### src/inc/fcs_pkg.sv
// Purpose: Shared constants for the configuration-load sequencer
// Assumes: core clock of 40 MHz
// Notes:   Timing figures kept in their own units, cycle counts derived
package fcs_pkg;
	localparam int unsigned CORE_KHZ           = 40000;
	localparam int unsigned CORE_PERIOD_PS     = 25000;
	localparam int unsigned PS_PER_NS          = 1000;
	localparam int unsigned PS_PER_US          = 1000000;

	localparam int unsigned REQ_TO_STATUS_NS   = 960;
	localparam int unsigned REQ_TO_DONE_NS     = 1440;
	localparam int unsigned STATUS_LOW_MIN_US  = 268;
	localparam int unsigned STATUS_LOW_MAX_US  = 3000;
	localparam int unsigned INIT_MIN_US        = 175;
	localparam int unsigned INIT_MAX_US        = 830;
	localparam int unsigned AS_LEAD_US         = 10;

	localparam int unsigned REQ_TO_STATUS_CYC  = REQ_TO_STATUS_NS * PS_PER_NS / CORE_PERIOD_PS;
	localparam int unsigned REQ_TO_DONE_CYC    = REQ_TO_DONE_NS * PS_PER_NS / CORE_PERIOD_PS;
	localparam int unsigned STATUS_LOW_MIN_CYC =
		(STATUS_LOW_MIN_US * PS_PER_US + CORE_PERIOD_PS - 1) / CORE_PERIOD_PS;
	localparam int unsigned STATUS_LOW_MAX_CYC = STATUS_LOW_MAX_US * PS_PER_US / CORE_PERIOD_PS;
	localparam int unsigned INIT_MIN_CYC       =
		(INIT_MIN_US * PS_PER_US + CORE_PERIOD_PS - 1) / CORE_PERIOD_PS;
	localparam int unsigned INIT_MAX_CYC       = INIT_MAX_US * PS_PER_US / CORE_PERIOD_PS;
	localparam int unsigned AS_LEAD_CYC        =
		(AS_LEAD_US * PS_PER_US + CORE_PERIOD_PS - 1) / CORE_PERIOD_PS;

	// Internal oscillator for initialization, at most 12.5 MHz
	localparam int unsigned OSC_MAX_KHZ        = 12500;
	localparam int unsigned OSC_DIV            = (CORE_KHZ + OSC_MAX_KHZ - 1) / OSC_MAX_KHZ;
	localparam int unsigned INIT_CLOCKS        = 600;
	localparam int unsigned USER_EN_PERIODS    = 4;

	// Half periods of the generated flash clock, in core cycles
	localparam logic [7:0]  AS_HALF_12M5       = 8'h18;
	localparam logic [7:0]  AS_HALF_25M        = 8'h0C;
	localparam logic [7:0]  AS_HALF_50M        = 8'h06;
	localparam logic [7:0]  AS_HALF_100M       = 8'h03;
	localparam int unsigned USER_EN_CYC        = USER_EN_PERIODS * 2 * int'(AS_HALF_12M5);

	localparam int unsigned CMD_BITS           = 32;
	localparam logic [31:0] FLASH_SEQ          = 32'h03000000;
	localparam int unsigned BITSTREAM_BITS_DEF = 1024;

	// Positions in the synchronised pin vector
	localparam int unsigned PIN_REQ            = 0;
	localparam int unsigned PIN_STAT           = 1;
	localparam int unsigned PIN_CFG_CLOCK           = 2;
	localparam int unsigned PIN_PSD            = 3;
	localparam int unsigned PIN_FLD            = 4;
	localparam int unsigned PIN_UCLK           = 5;
	localparam int unsigned PIN_AS             = 6;
	localparam int unsigned PIN_CHAIN          = 7;
	localparam int unsigned PIN_UOPT           = 8;
	localparam int unsigned PIN_SET            = 9;
	localparam int unsigned PIN_W              = 11;

	typedef enum logic [1:0] {
		FCS_SET_12M5 = 2'h0,
		FCS_SET_25M  = 2'h1,
		FCS_SET_50M  = 2'h2,
		FCS_SET_100M = 2'h3
	} fcs_clk_set_e;

	typedef enum logic [2:0] {
		FCS_ST_CLEAR   = 3'h0,
		FCS_ST_RELEASE = 3'h1,
		FCS_ST_LOAD    = 3'h3,
		FCS_ST_INIT    = 3'h2,
		FCS_ST_USER    = 3'h6
	} fcs_state_e;
endpackage

### src/hw/fcs_config_seq.sv
// Purpose: Configuration-load sequencing, passive and active serial
// Assumes: pins sampled by core_clk at 40 MHz; link clocks well below 20 MHz
// Notes:   Notes on behaviour list follows
// Notes on behaviour
// - Status low within 960 ns of request
// - Done low within 1440 ns of request
// - Status low pulse 268 us to 3000 us
// - Status released within 3000 us after request release
// - Passive serial data taken on rising clock
// - Flash command updates on falling clock edges
// - Flash read data captured at falling edges
// - Active serial reset timing equals passive serial
// - Oscillator init: user mode 175-830 us
// - User clock enabled late, then 600 clocks
// - Flash clock settings 12.5/25/50/100 only
// - Chained devices never use 100 MHz setting
// - Init takes 600 oscillator cycles, 10 MHz
// - User clock may clock initialization
// - Same bitstream size in both schemes
`timescale 1ns/1ps
module fcs_config_seq #(
	parameter int unsigned STATUS_MIN_CYC = fcs_pkg::STATUS_LOW_MIN_CYC,
	parameter int unsigned STATUS_MAX_CYC = fcs_pkg::STATUS_LOW_MAX_CYC,
	parameter int unsigned INIT_MIN_CYC   = fcs_pkg::INIT_MIN_CYC,
	parameter int unsigned INIT_MAX_CYC   = fcs_pkg::INIT_MAX_CYC,
	parameter int unsigned BITSTREAM_BITS = fcs_pkg::BITSTREAM_BITS_DEF
) (
	input  wire logic       core_clk,
	input  wire logic       reset_n,
	input  wire logic       reconfig_request_n,
	input  wire logic       active_serial_mode,
	input  wire logic       chain_member,
	input  wire logic       user_clock_option,
	input  wire logic [1:0] osc_setting,
	input  wire logic       status_n_in,
	output logic            status_n_out,
	output logic            status_n_oe,
	output logic            load_complete,
	input  wire logic       cfg_clock_in,
	output logic            cfg_clock_out,
	output logic            cfg_clock_oe,
	input  wire logic       ps_data_in,
	output logic            flash_cmd_out,
	output logic            flash_select_n,
	input  wire logic       flash_data_in,
	input  wire logic       user_init_clock,
	output logic            load_bit,
	output logic            load_bit_valid,
	output logic            user_mode
);
	localparam int AST_ST_MAX  = int'(fcs_pkg::REQ_TO_STATUS_CYC);
	localparam int AST_CD_MAX  = int'(fcs_pkg::REQ_TO_DONE_CYC);
	localparam int AST_UEN_MIN = int'(fcs_pkg::USER_EN_CYC + 2 * (fcs_pkg::INIT_CLOCKS - 1));

	logic [fcs_pkg::PIN_W-1:0]    pin_s1_q;
	logic [fcs_pkg::PIN_W-1:0]    pin_s2_q;
	logic                         cfg_clock_prev_q, uclk_prev_q;
	fcs_pkg::fcs_state_e          state_q, state_d;
	logic [31:0]                  cnt_q, cnt_d, tick_q, tick_d, bits_q, bits_d;
	logic [31:0]                  osc_q, osc_d, oe_len_q, rel_len_q;
	logic [7:0]                   div_q, div_d, half_c;
	logic [fcs_pkg::CMD_BITS-1:0] shreg_q, shreg_d;
	logic                         aclk_q, aclk_d, cmd_q, cmd_d, sel_n_q, sel_n_d, bit_q, bit_d;
	logic                         vld_q, vld_d, done_q, done_d, stat_oe_q, stat_oe_d;
	logic                         user_q, user_d, phase_q, phase_d, as_q, as_d, uopt_q, uopt_d;
	fcs_pkg::fcs_clk_set_e        set_q, set_d;
	logic                         req_s, stat_s, cfg_clock_rise, uclk_rise;
	logic                         osc_tick, as_edge, as_fall, last_bit, init_tick;

	// Two-stage synchronisers for every pin
	always_ff @(posedge core_clk) begin
		if (!reset_n) begin
			pin_s1_q    <= '1;
			pin_s2_q    <= '1;
			cfg_clock_prev_q <= '1;
			uclk_prev_q <= '1;
		end else begin
			pin_s1_q    <= {osc_setting, user_clock_option, chain_member, active_serial_mode,
				user_init_clock, flash_data_in, ps_data_in, cfg_clock_in, status_n_in,
				reconfig_request_n};
			pin_s2_q    <= pin_s1_q;
			cfg_clock_prev_q <= pin_s2_q[fcs_pkg::PIN_CFG_CLOCK];
			uclk_prev_q <= pin_s2_q[fcs_pkg::PIN_UCLK];
		end
	end

	assign req_s     = pin_s2_q[fcs_pkg::PIN_REQ];
	assign stat_s    = pin_s2_q[fcs_pkg::PIN_STAT];
	assign cfg_clock_rise = pin_s2_q[fcs_pkg::PIN_CFG_CLOCK] && !cfg_clock_prev_q;
	assign uclk_rise = pin_s2_q[fcs_pkg::PIN_UCLK] && !uclk_prev_q;

	// Flash clock half period per setting
	always_comb begin
		case (set_q)
			fcs_pkg::FCS_SET_12M5: half_c = fcs_pkg::AS_HALF_12M5;
			fcs_pkg::FCS_SET_25M:  half_c = fcs_pkg::AS_HALF_25M;
			fcs_pkg::FCS_SET_50M:  half_c = fcs_pkg::AS_HALF_50M;
			default:               half_c = fcs_pkg::AS_HALF_100M;
		endcase
	end

	assign osc_tick  = (osc_q == 32'(fcs_pkg::OSC_DIV - 1));
	assign as_edge   = (div_q == half_c - 8'h01);
	assign as_fall   = as_edge && aclk_q;
	assign last_bit  = (bits_q == 32'(BITSTREAM_BITS - 1));
	assign init_tick = uopt_q ? (uclk_rise && cnt_q >= 32'(fcs_pkg::USER_EN_CYC))
		: osc_tick;

	always_comb begin
		state_d   = state_q;
		cnt_d     = cnt_q;
		tick_d    = tick_q;
		bits_d    = bits_q;
		osc_d     = osc_tick ? '0 : osc_q + 32'h1;
		div_d     = div_q;
		shreg_d   = shreg_q;
		aclk_d    = aclk_q;
		cmd_d     = cmd_q;
		sel_n_d   = sel_n_q;
		bit_d     = bit_q;
		vld_d     = '0;
		done_d    = done_q;
		stat_oe_d = stat_oe_q;
		user_d    = user_q;
		phase_d   = phase_q;
		as_d      = as_q;
		uopt_d    = uopt_q;
		set_d     = set_q;
		if (!req_s && state_q != fcs_pkg::FCS_ST_CLEAR) begin
			state_d   = fcs_pkg::FCS_ST_CLEAR;
			cnt_d     = '0;
			stat_oe_d = '1;
			done_d    = '0;
			user_d    = '0;
			aclk_d    = '1;
			sel_n_d   = '1;
		end else begin
			case (state_q)
				fcs_pkg::FCS_ST_CLEAR: begin
					stat_oe_d = '1;
					done_d    = '0;
					user_d    = '0;
					aclk_d    = '1;
					sel_n_d   = '1;
					phase_d   = '0;
					bits_d    = '0;
					as_d      = pin_s2_q[fcs_pkg::PIN_AS];
					uopt_d    = pin_s2_q[fcs_pkg::PIN_UOPT];
					set_d     = fcs_pkg::fcs_clk_set_e'(pin_s2_q[fcs_pkg::PIN_SET +: 2]);
					if (pin_s2_q[fcs_pkg::PIN_CHAIN] && set_d == fcs_pkg::FCS_SET_100M) begin
						set_d = fcs_pkg::FCS_SET_50M;
					end
					if (cnt_q != 32'(STATUS_MIN_CYC)) begin
						cnt_d = cnt_q + 32'h1;
					end
					if (req_s && cnt_q == 32'(STATUS_MIN_CYC)) begin
						state_d   = fcs_pkg::FCS_ST_RELEASE;
						stat_oe_d = '0;
						cnt_d     = '0;
					end
				end
				fcs_pkg::FCS_ST_RELEASE: begin
					if (!stat_s) begin
						cnt_d = '0;
					end else if (!as_q) begin
						state_d = fcs_pkg::FCS_ST_LOAD;
					end else if (cnt_q == 32'(fcs_pkg::AS_LEAD_CYC - 1)) begin
						state_d = fcs_pkg::FCS_ST_LOAD;
						sel_n_d = '0;
						shreg_d = fcs_pkg::FLASH_SEQ;
						div_d   = '0;
					end else begin
						cnt_d = cnt_q + 32'h1;
					end
				end
				fcs_pkg::FCS_ST_LOAD: begin
					done_d = '0;
					if (!as_q) begin
						if (cfg_clock_rise) begin
							bit_d  = pin_s2_q[fcs_pkg::PIN_PSD];
							vld_d  = '1;
							bits_d = bits_q + 32'h1;
						end
					end else begin
						div_d = as_edge ? '0 : div_q + 8'h01;
						if (as_edge) begin
							aclk_d = !aclk_q;
						end
						if (as_fall && !phase_q) begin
							cmd_d   = shreg_q[fcs_pkg::CMD_BITS-1];
							shreg_d = {shreg_q[fcs_pkg::CMD_BITS-2:0], 1'b0};
							bits_d  = bits_q + 32'h1;
							if (bits_q == 32'(fcs_pkg::CMD_BITS - 1)) begin
								phase_d = '1;
								bits_d  = '0;
							end
						end else if (as_fall) begin
							bit_d  = pin_s2_q[fcs_pkg::PIN_FLD];
							vld_d  = '1;
							bits_d = bits_q + 32'h1;
						end
					end
					if (vld_d && last_bit) begin
						state_d = fcs_pkg::FCS_ST_INIT;
						done_d  = '1;
						cnt_d   = '0;
						tick_d  = '0;
						sel_n_d = '1;
					end
				end
				fcs_pkg::FCS_ST_INIT: begin
					cnt_d = cnt_q + 32'h1;
					aclk_d = '1;
					if (init_tick && tick_q != 32'(fcs_pkg::INIT_CLOCKS)) begin
						tick_d = tick_q + 32'h1;
					end
					if (tick_q == 32'(fcs_pkg::INIT_CLOCKS)
						&& (uopt_q || cnt_q >= 32'(INIT_MIN_CYC - 1))) begin
						state_d = fcs_pkg::FCS_ST_USER;
						user_d  = '1;
					end
				end
				fcs_pkg::FCS_ST_USER: begin
					user_d = '1;
				end
				default: begin
					state_d = fcs_pkg::FCS_ST_CLEAR;
				end
			endcase
		end
	end

	always_ff @(posedge core_clk) begin
		if (!reset_n) begin
			state_q   <= fcs_pkg::FCS_ST_CLEAR;
			cnt_q     <= '0;
			tick_q    <= '0;
			bits_q    <= '0;
			osc_q     <= '0;
			div_q     <= '0;
			shreg_q   <= '0;
			aclk_q    <= '1;
			cmd_q     <= '1;
			sel_n_q   <= '1;
			bit_q     <= '0;
			vld_q     <= '0;
			done_q    <= '0;
			stat_oe_q <= '1;
			user_q    <= '0;
			phase_q   <= '0;
			as_q      <= '0;
			uopt_q    <= '0;
			set_q     <= fcs_pkg::FCS_SET_12M5;
		end else begin
			state_q   <= state_d;
			cnt_q     <= cnt_d;
			tick_q    <= tick_d;
			bits_q    <= bits_d;
			osc_q     <= osc_d;
			div_q     <= div_d;
			shreg_q   <= shreg_d;
			aclk_q    <= aclk_d;
			cmd_q     <= cmd_d;
			sel_n_q   <= sel_n_d;
			bit_q     <= bit_d;
			vld_q     <= vld_d;
			done_q    <= done_d;
			stat_oe_q <= stat_oe_d;
			user_q    <= user_d;
			phase_q   <= phase_d;
			as_q      <= as_d;
			uopt_q    <= uopt_d;
			set_q     <= set_d;
		end
	end

	assign status_n_out   = '0;
	assign status_n_oe    = stat_oe_q;
	assign load_complete  = done_q;
	assign cfg_clock_out  = aclk_q;
	assign cfg_clock_oe   = as_q;
	assign flash_cmd_out  = cmd_q;
	assign flash_select_n = sel_n_q;
	assign load_bit       = bit_q;
	assign load_bit_valid = vld_q;
	assign user_mode      = user_q;

	// Length of the status low pulse, total and after request release
	always_ff @(posedge core_clk) begin
		if (!reset_n) begin
			oe_len_q  <= '0;
			rel_len_q <= '0;
		end else begin
			oe_len_q  <= stat_oe_q ? oe_len_q + 32'h1 : '0;
			rel_len_q <= (stat_oe_q && req_s) ? rel_len_q + 32'h1 : '0;
		end
	end

	AST_STATUS_FAST: assert property (@(posedge core_clk) disable iff (!reset_n)
		$fell(reconfig_request_n) |-> ##[1:AST_ST_MAX] status_n_oe)
		else $error("status not driven low in time");
	AST_DONE_FAST: assert property (@(posedge core_clk) disable iff (!reset_n)
		$fell(reconfig_request_n) |-> ##[1:AST_CD_MAX] !load_complete)
		else $error("done not low in time");
	AST_STATUS_MIN: assert property (@(posedge core_clk) disable iff (!reset_n)
		$fell(status_n_oe) |-> $past(oe_len_q) >= 32'(STATUS_MIN_CYC))
		else $error("status low pulse too short");
	AST_STATUS_REL: assert property (@(posedge core_clk) disable iff (!reset_n)
		rel_len_q <= 32'(STATUS_MAX_CYC))
		else $error("status held too long after request release");
	AST_AS_UPDATE: assert property (@(posedge core_clk) disable iff (!reset_n)
		$changed(flash_cmd_out) |-> $fell(cfg_clock_out) && !flash_select_n)
		else $error("flash command changed off a falling edge");
	AST_AS_CAPTURE: assert property (@(posedge core_clk) disable iff (!reset_n)
		load_bit_valid && as_q |-> $fell(cfg_clock_out) && $past(phase_q))
		else $error("flash data taken off a falling edge");
	AST_PS_CAPTURE: assert property (@(posedge core_clk) disable iff (!reset_n)
		load_bit_valid && !as_q |-> $past(cfg_clock_rise) && $past(state_q) == fcs_pkg::FCS_ST_LOAD)
		else $error("serial data taken without rising clock");
	AST_DONE_LOW: assert property (@(posedge core_clk) disable iff (!reset_n)
		$rose(load_complete) |-> load_bit_valid && $past(last_bit) && state_q == fcs_pkg::FCS_ST_INIT)
		else $error("done raised before bitstream complete");
	AST_INIT_OSC: assert property (@(posedge core_clk) disable iff (!reset_n)
		$rose(user_mode) && !uopt_q |-> $past(cnt_q) >= 32'(INIT_MIN_CYC - 1)
		&& $past(cnt_q) < 32'(INIT_MAX_CYC) && $past(tick_q) == 32'(fcs_pkg::INIT_CLOCKS))
		else $error("oscillator initialization time out of range");
	AST_INIT_USER: assert property (@(posedge core_clk) disable iff (!reset_n)
		$rose(user_mode) && uopt_q |-> $past(cnt_q) >= 32'(AST_UEN_MIN))
		else $error("user clock initialization too short");
	AST_NO_FAST_CHAIN: assert property (@(posedge core_clk) disable iff (!reset_n)
		state_q == fcs_pkg::FCS_ST_LOAD && as_q && $past(pin_s2_q[fcs_pkg::PIN_CHAIN], 2)
		&& $stable(set_q) |-> half_c != fcs_pkg::AS_HALF_100M || !$past(as_q, 1))
		else $error("fastest flash clock used in a chain");
endmodule // fcs_config_seq

### config.mk
export PLATFORM = sky130hd
export DESIGN_NAME = fcs_config_seq
export DESIGN_NICKNAME = d
export VERILOG_FILES = /design/src/inc/fcs_pkg.sv /design/src/hw/fcs_config_seq.sv
export SDC_FILE = /design/constraint.sdc
export NUM_CORES = 1
export LEC_CHECK = 0
export BUFFER_PORTS_ARGS = -buffer_cell sky130_fd_sc_hd__buf_2
export CELL_PAD_IN_SITES_DETAIL_PLACEMENT = 0
export CELL_PAD_IN_SITES_GLOBAL_PLACEMENT = 1
export CORE_UTILIZATION = 30
export CTS_CLUSTER_DIAMETER = 60
export DETAILED_ROUTE_END_ITERATION = 10
export PLACE_DENSITY = 0.53
export SKIP_LAST_GASP = 1
export SLEW_MARGIN = 20
export SYNTH_ARGS = -nofsm -noshare
export SYNTH_HDL_FRONTEND = slang
export SYNTH_SLANG_ARGS = --single-unit
### constraint.sdc
create_clock -name core_clk -period 2.9 [get_ports core_clk]
set_clock_uncertainty 0.2 [all_clocks]
set_input_delay 0 -clock core_clk [delete_from_list [all_inputs] [get_ports core_clk]]
set_output_delay 0 -clock core_clk [all_outputs]
set_load 0.02 [all_outputs]
-- After elaboration in Yosys (flattened, before gate mapping)
Index checks and enable logic that the tools add are counted.
- add/subtract/negate cells: 6
- multiply operators: 0
- div/mod/pow operators: 0
- $lt $le $gt $ge: 2
- eq/ne operators: 35
- shifts and indexed selects: 0
- muxes and demuxes: 64
- bitwise gates (word level): 4
- reduce and logical (&&, ||, !) cells: 45
- operators with widths (kind ; number):
    32-bit two-way mux ; 17
    32-bit case mux with 2 select lines ; 3
    32-bit by 1-bit adder with 32-bit output (second input constant) ; 4
    32-bit case mux with 4 select lines ; 1
    32-bit by 10-bit equality test with 1-bit output (second input constant) ; 2
    8-bit two-way mux ; 5
    32-bit by 14-bit equality test with 1-bit output (second input constant) ; 1
    32-bit by 2-bit equality test with 1-bit output (second input constant) ; 1
    32-bit by 5-bit equality test with 1-bit output (second input constant) ; 1
    32-bit by 9-bit equality test with 1-bit output (second input constant) ; 1
    32-bit by 13-bit >= comparator with 1-bit output (second input constant) ; 1
    32-bit by 8-bit >= comparator with 1-bit output (second input constant) ; 1
    32-bit by 10-bit != test with 1-bit output (second input constant) ; 1
    32-bit by 14-bit != test with 1-bit output (second input constant) ; 1
    2-bit != test (second input constant) ; 12
    1-bit two-way mux ; 23
    5-bit AND reduction ; 4
    3-bit two-way mux ; 6
    8-bit case mux with 2 select lines ; 1
    3-bit != test (second input constant) ; 5
    3-bit case mux with 5 select lines ; 1
    5-bit case mux with 3 select lines ; 1
    4-bit AND reduction ; 3
    6-bit AND reduction ; 2
    27 further kinds ; 58
- bits in registers: 208
- latch bits: 0
- memory bits (writable): 0
- ROM bits: 0
- input port bits: 13
- output and inout port bits: 10
- word-level logic and storage cells: 179
- memories kept: 0

-- Longest topological paths before layout
- word-level depth: 13
- mapped depth: 11
- depth with buffers taken out: 10

-- Least setup slack after synthesis
No wires, ideal clock.
- path type: register to register
- from: reg set_q[0]
- to: reg cnt_q[21]
- data arrival time: 2746 ps
- setup slack: -116 ps
- stages on the path, launching flop included: 9
- buffers on the path: 0
- clock period less this slack: 3016 ps
- path through: dfxtp_1 -> xnor2_1 -> or4_1 -> nor4_2 -> a31oi_2 -> o31a_1 -> or3_4 -> or4_1 -> a21oi_1
- word-level cells in the longest chain between the ends: 13
- elaborated cells between the ends (all ways): 16
- those cells by class: add/sub (1); eq/ne (4); mux (6); reduce/logical (5)
- ends and longest elaborated chain (element ; RTL line ; source):
    from (decl) ; fcs_config_seq.sv:66 ; fcs_pkg::fcs_clk_set_e set_q, set_d;
    from (signal assigned) ; fcs_config_seq.sv:253 ; set_q <= fcs_pkg::FCS_SET_12M5;
    from (signal assigned) ; fcs_config_seq.sv:273 ; set_q <= set_d;
    2-bit equality test (tied with other cells) ; fcs_config_seq.sv:94 ; case (set_q)
    5-bit case mux with 3 select lines * ; fcs_config_seq.sv:94 ;
    8-bit by 1-bit subtractor with 8-bit output * ; fcs_config_seq.sv:103 ; assign as_edge = (div_q == half_c - 8'h01);
    8-bit equality test * ; fcs_config_seq.sv:103 ;
    1-bit logical AND * ; fcs_config_seq.sv:104 ; assign as_fall = as_edge && aclk_q;
    1-bit two-way mux or 1-bit logical AND (tied branches) ; fcs_config_seq.sv:197, fcs_config_seq.sv:189 ;
    1-bit two-way mux * ; fcs_config_seq.sv:189 ; if (as_fall && !phase_q) begin
    1-bit two-way mux * ; fcs_config_seq.sv:178 ; if (!as_q) begin
    1-bit two-way mux * ; fcs_config_seq.sv:138 ; case (state_q)
    1-bit two-way mux * ; fcs_config_seq.sv:129 ; if (!req_s && state_q != fcs_pkg::FCS_ST_CLEAR) begin
    1-bit logical AND * ; fcs_config_seq.sv:203 ; if (vld_d && last_bit) begin
    2-bit != test (no source line) * ; -- ;
    5-bit AND reduction (no source line) * ; -- ;
    to (signal assigned) ; fcs_config_seq.sv:256 ; cnt_q <= cnt_d;
    to (decl) ; fcs_config_seq.sv:59 ; logic [31:0] cnt_q, cnt_d, tick_q, tick_d, bits_q, bits_d;
Every way passes the cells marked *; elsewhere a longest branch is shown, timed or not. The select of a mux whose other input is x is not followed.
A chain may end at the register's enable or synchronous reset.

-- Worst setup path after layout
- from: reg bits_q[15]
- to: reg cnt_q[21]
- word-level cells in the longest chain between the ends: 4
- ends and longest elaborated chain (element ; RTL line ; source):
    from (decl) ; fcs_config_seq.sv:59 ;
    from (signal assigned) ; fcs_config_seq.sv:258 ; bits_q <= bits_d;
    32-bit by 10-bit equality test with 1-bit output ; fcs_config_seq.sv:105 ; assign last_bit = (bits_q == 32'(BITSTREAM_BITS - 1));
    1-bit logical AND ; fcs_config_seq.sv:203 ;
    2-bit != test (no source line) ; -- ;
    5-bit AND reduction (no source line) ; -- ;
Every way passes these cells.

==> reports/summary.log <==
INFO  synthesis      synthesized_area_fraction_occupied_by_ao_oa_aoi_and_oai_cells=8.62%
INFO  cts            clk_pin_slew=0.08ns
INFO  detailed_routing avgRoutedWirePerCell=14.3um
INFO  cts            max-clock-path-buffers=2
INFO  power          ir_drop=0.357mV
INFO  cts            cts-buffers-inserted=17
INFO  critical_path  timing.critical_path.required=3.07ns
INFO  sta            report.final.setup_viol=3
INFO  detailed_routing drt_first_iter_violations=309
INFO  synthesis      synth_fa_ha_area_share=1.04%
INFO  sta            max_freq=0.336GHz
INFO  synthesis      synth_mux_area_share=0.356%
INFO  detailed_routing wl=22100um
INFO  global_route   grt_first_pass_wirelength=36900um
INFO  synthesis      most_frequently_used_flop_master_after_synthesis=dfxtp_1
INFO  global_route   grt_start_max_net_pins=33
INFO  status         failed_checks=negative setup slack
INFO  cells_and_area fin_nets=1177
INFO  detailed_routing ant_nets=0
INFO  critical_path  crit-reg2reg-capture=cnt_q[21]
INFO  global_route   global_route.usage.total=16.1%
INFO  detailed_routing num_vias=7375
INFO  place          dp_hpwl=15500um
INFO  sta            rsz0062_at_grt=true
INFO  die            fp.coreArea=27700um^2
INFO  critical_path  critical_path.max_fanout=5
INFO  synthesis      synth.cell_area=8440um^2
INFO  sta            slew_headroom=49.5%
INFO  die            start_util=30.5%
INFO  synthesis      synth_xor_area_share=11.7%
INFO  cells_and_area layout-drive-gt1-share=21.5%
INFO  synthesis      largest_family_of_logic_cells_by_synthesized_area=simple AND/OR/NAND/NOR gates
INFO  critical_path  critPathLaunchType=flop
INFO  detailed_routing drt_pre_antenna_iters=5
INFO  global_route   number_of_antenna_violations_at_the_first_check_in_global_routing=0
INFO  die            row_count=61
INFO  synthesis      synth.ff_latch_count=184
INFO  worst_hold_path worst_hold_path_type=primary input to flop
INFO  synthesis      synth.yosys.seq_area_share=43.7%
INFO  synthesis      synth_cell_type_count=65
INFO  critical_path  r2r_cells=8
INFO  place          routabilityCongestion=0.759
INFO  sta            final_min_period_over_clock_period=103%
INFO  critical_path  critical_path.startpoint=bits_q[15]
INFO  global_route   grt_overflow_total=0
INFO  sta            final-max-slew-violation-count=0
INFO  sta            setup_tns=-0.170ns
INFO  cts            clk_latency=0.43ns
INFO  die            die_width=170um
INFO  critical_path  regToRegStartpoint=bits_q[15]
INFO  cells_and_area finalInstanceArea=11200um^2
INFO  power          static_leakage=4.03nW
INFO  global_route   grt_pass1_vias=7258
INFO  synthesis      synthSimpleGateAreaFrac=31.5%
INFO  synthesis      synth_async_sr_flop_share=0%
INFO  cells_and_area area_delta_synth_final=32.3%
INFO  cts            cts_sinks=184
INFO  power          power.total=0.00520W
INFO  sta            worst_pin_slew=0.753ns
INFO  place          placed_area=10000um^2
INFO  sta            setup_ws=-0.0752ns
INFO  critical_path  crit_arrival=3.15ns
INFO  detailed_routing avgViaCountPerCell=4.76
INFO  cts            cts_tree=built
INFO  die            die-height=170um
INFO  power          cellPowerDensity=466nW/um^2
INFO  cts            clockRootBuffer=clkbuf_16
INFO  die            top_level_ports=23
INFO  synthesis      synth_edf_count=0
INFO  sta            post-route-min-period=2.98ns
INFO  run            cap_violations=0
INFO  critical_path  path_class=flop to flop
INFO  place          numPortBuffers=21
INFO  sta            final_hold_viol_count=0
INFO  synthesis      syn-num-nets=1024
INFO  status         outcome=finished with violations
INFO  critical_path  timing.critical_path.to_type=flop
INFO  synthesis      yosysWarnings=0
INFO  die            die_area=28800um^2
INFO  synthesis      avgSynthCellArea=8.40um^2
INFO  critical_path  endpoint=cnt_q[21]
INFO  cells_and_area n_antenna_cell=0
INFO  critical_path  timing.reg2reg.setup_slack=-0.08ns
INFO  cts            htreeDepth=4
INFO  synthesis      syn-instance-count=1004
INFO  detailed_routing count_of_unresolved_drc_violations_after_routing=0
-- worst min-delay path by stage --
| stage | from | endpoint | slack [ns] | cells past startpoint |
|---|---|---|---|---|
| after floorplan | reconfig_request_n | pin_s1_q[0] | -0.1 | 1 |
| after CTS | flash_data_in | pin_s1_q[4] | 0.05 | 3 |
| after global placement | flash_data_in | pin_s1_q[4] | -0.02 | 2 |
| after global routing | flash_data_in | pin_s1_q[4] | 0.08 | 3 |
| final | ps_data_in | pin_s1_q[3] | 0.09 | 3 |
| after detailed placement | user_clock_option | pin_s1_q[8] | -0.02 | 2 |
-- cell usage after synthesis, types with 3 or more instances --
| master | instances | share of area [%] |
|---|---|---|
| xnor2_1 | 60 | 6.2 |
| and2_1 | 6 | 0.44 |
| nor3b_1 | 7 | 0.62 |
| a211oi_1 | 5 | 0.44 |
| nor4_1 | 39 | 2.9 |
| a21oi_1 | 25 | 1.5 |
| and3_1 | 24 | 1.8 |
| mux2i_1 | 3 | 0.36 |
| nor2b_1 | 9 | 0.67 |
| nand2_1 | 80 | 3.6 |
| or3_1 | 9 | 0.67 |
| buf_2 | 4 | 0.24 |
| a211o_1 | 4 | 0.42 |
| dfxtp_1 | 184 | 44 |
| nor4b_1 | 6 | 0.62 |
| or4_1 | 5 | 0.44 |
| nand3b_1 | 3 | 0.27 |
| nor2_1 | 158 | 7.0 |
| nand2b_1 | 26 | 1.9 |
| a21o_1 | 7 | 0.62 |
| o31ai_1 | 3 | 0.27 |
| a21boi_0 | 12 | 1.1 |
| ha_1 | 7 | 1.0 |
| xor2_1 | 53 | 5.5 |
| clkbuf_1 | 31 | 1.4 |
| and4_1 | 10 | 1.0 |
| nor3_1 | 35 | 2.1 |
| buf_1 | 3 | 0.13 |
| nand3_1 | 65 | 3.9 |
| nand4_1 | 38 | 2.8 |
| inv_1 | 23 | 1.0 |
| o21ai_0 | 22 | 1.3 |
-- stage by stage --
stage	utilization, %	hold slack [ns]	std cells	worst slack, ns
floorplan	-	-0.0985	1004	-0.0244
global placement	36.1	-0.0202	1495	-0.281
detailed placement	36.1	-0.0152	1495	-0.288
CTS	39.2	0.0537	1546	-0.0508
global route	40.3	0.0832	1548	-0.143
finish	40.3	0.0908	1548	-0.0752
-- layout make-up --
class                           instances  area, um^2
Tap cell                              378         473
Fill cell                            2807       16500
Clock inverter                         12         156
Clock buffer                           20         457
Inverter                               24        90.1
Timing Repair Buffer                  174        1390
Multi-Input combinational cell        756        4910
Sequential cell                       184        3690
-- per-layer routing --
metal,track usage (%),vias to the layer above,wire length (um)
met3,2.59,14,383
met2,25.9,67,10100
met1,21.7,3477,11300
li1,-,3817,-
met4,5.44,0,289
met5,0,-,0
-- state kept, by name, indices dropped and copies added (netlist names), 2 cells and up --
register / flops
state_q: 3
osc_q: 32
set_q: 2
shreg_q: 8
pin_s1_q: 11
div_q: 8
bits_q: 32
tick_q: 32
cnt_q: 32
pin_s2_q: 11
-- cells by family after synthesis --
family	after synthesis
other	1
buffers and inverters	64
and+or+nand+nor	527
adders and majority gates	7
AOI/OAI and AO/OA	105
muxes	3
DFF	184
xor gates and xnor gates	113
-- repair_timing --
item / in CTS / in global routing
cloned: 0 / 1
endpoints found under the setup margin: 63 / 93
endpoints found under the hold margin: 20 / 0
buffers inserted: 2 / 1
pin swaps: 8 / 14
hold buffers: 17 / 0
gates resized for setup: 13 / 55
-- worst max-delay path: stages (launching register included) --
cell and delay [ns]:
dfxtp_2 0.32, or4_4 0.54, nor4_4 0.26, buf_4 0.18, nand3_4 0.06, o31a_4 0.38
or3_4 0.36, or4_4 0.49, a21oi_2 0.12
-- report_power, final --
| part | switching [W] | internal [W] |
|---|---|---|
| Clock | 0.00111 | 0.00135 |
| Combinational | 0.0000880 | 0.0000820 |
| Sequential | 0.0000151 | 0.00255 |
| Total | 0.00121 | 0.00399 |
-- cell usage in the layout, fill, tap and decap left out, types with 5 or more instances in the layout --
cell,count
nor3_2,7
and2_1,6
inv_1,23
a21oi_1,23
buf_4,128
dfxtp_1,181
o21ai_0,21
nor4_4,8
nor3_1,27
ha_1,7
xnor2_1,60
nand2b_1,25
and3_1,23
buf_2,21
a21o_1,7
dlygate4sd3_1,17
nand4_1,38
clkbuf_16,17
a21boi_0,9
nor2_1,156
and4_1,10
nor4_2,10
xor2_1,53
nand2_1,79
nand3_1,64
buf_12,7
or3_1,8
nor4_1,22
nor2b_1,9
nor3b_1,5
(Power assumes the default switching activity.)
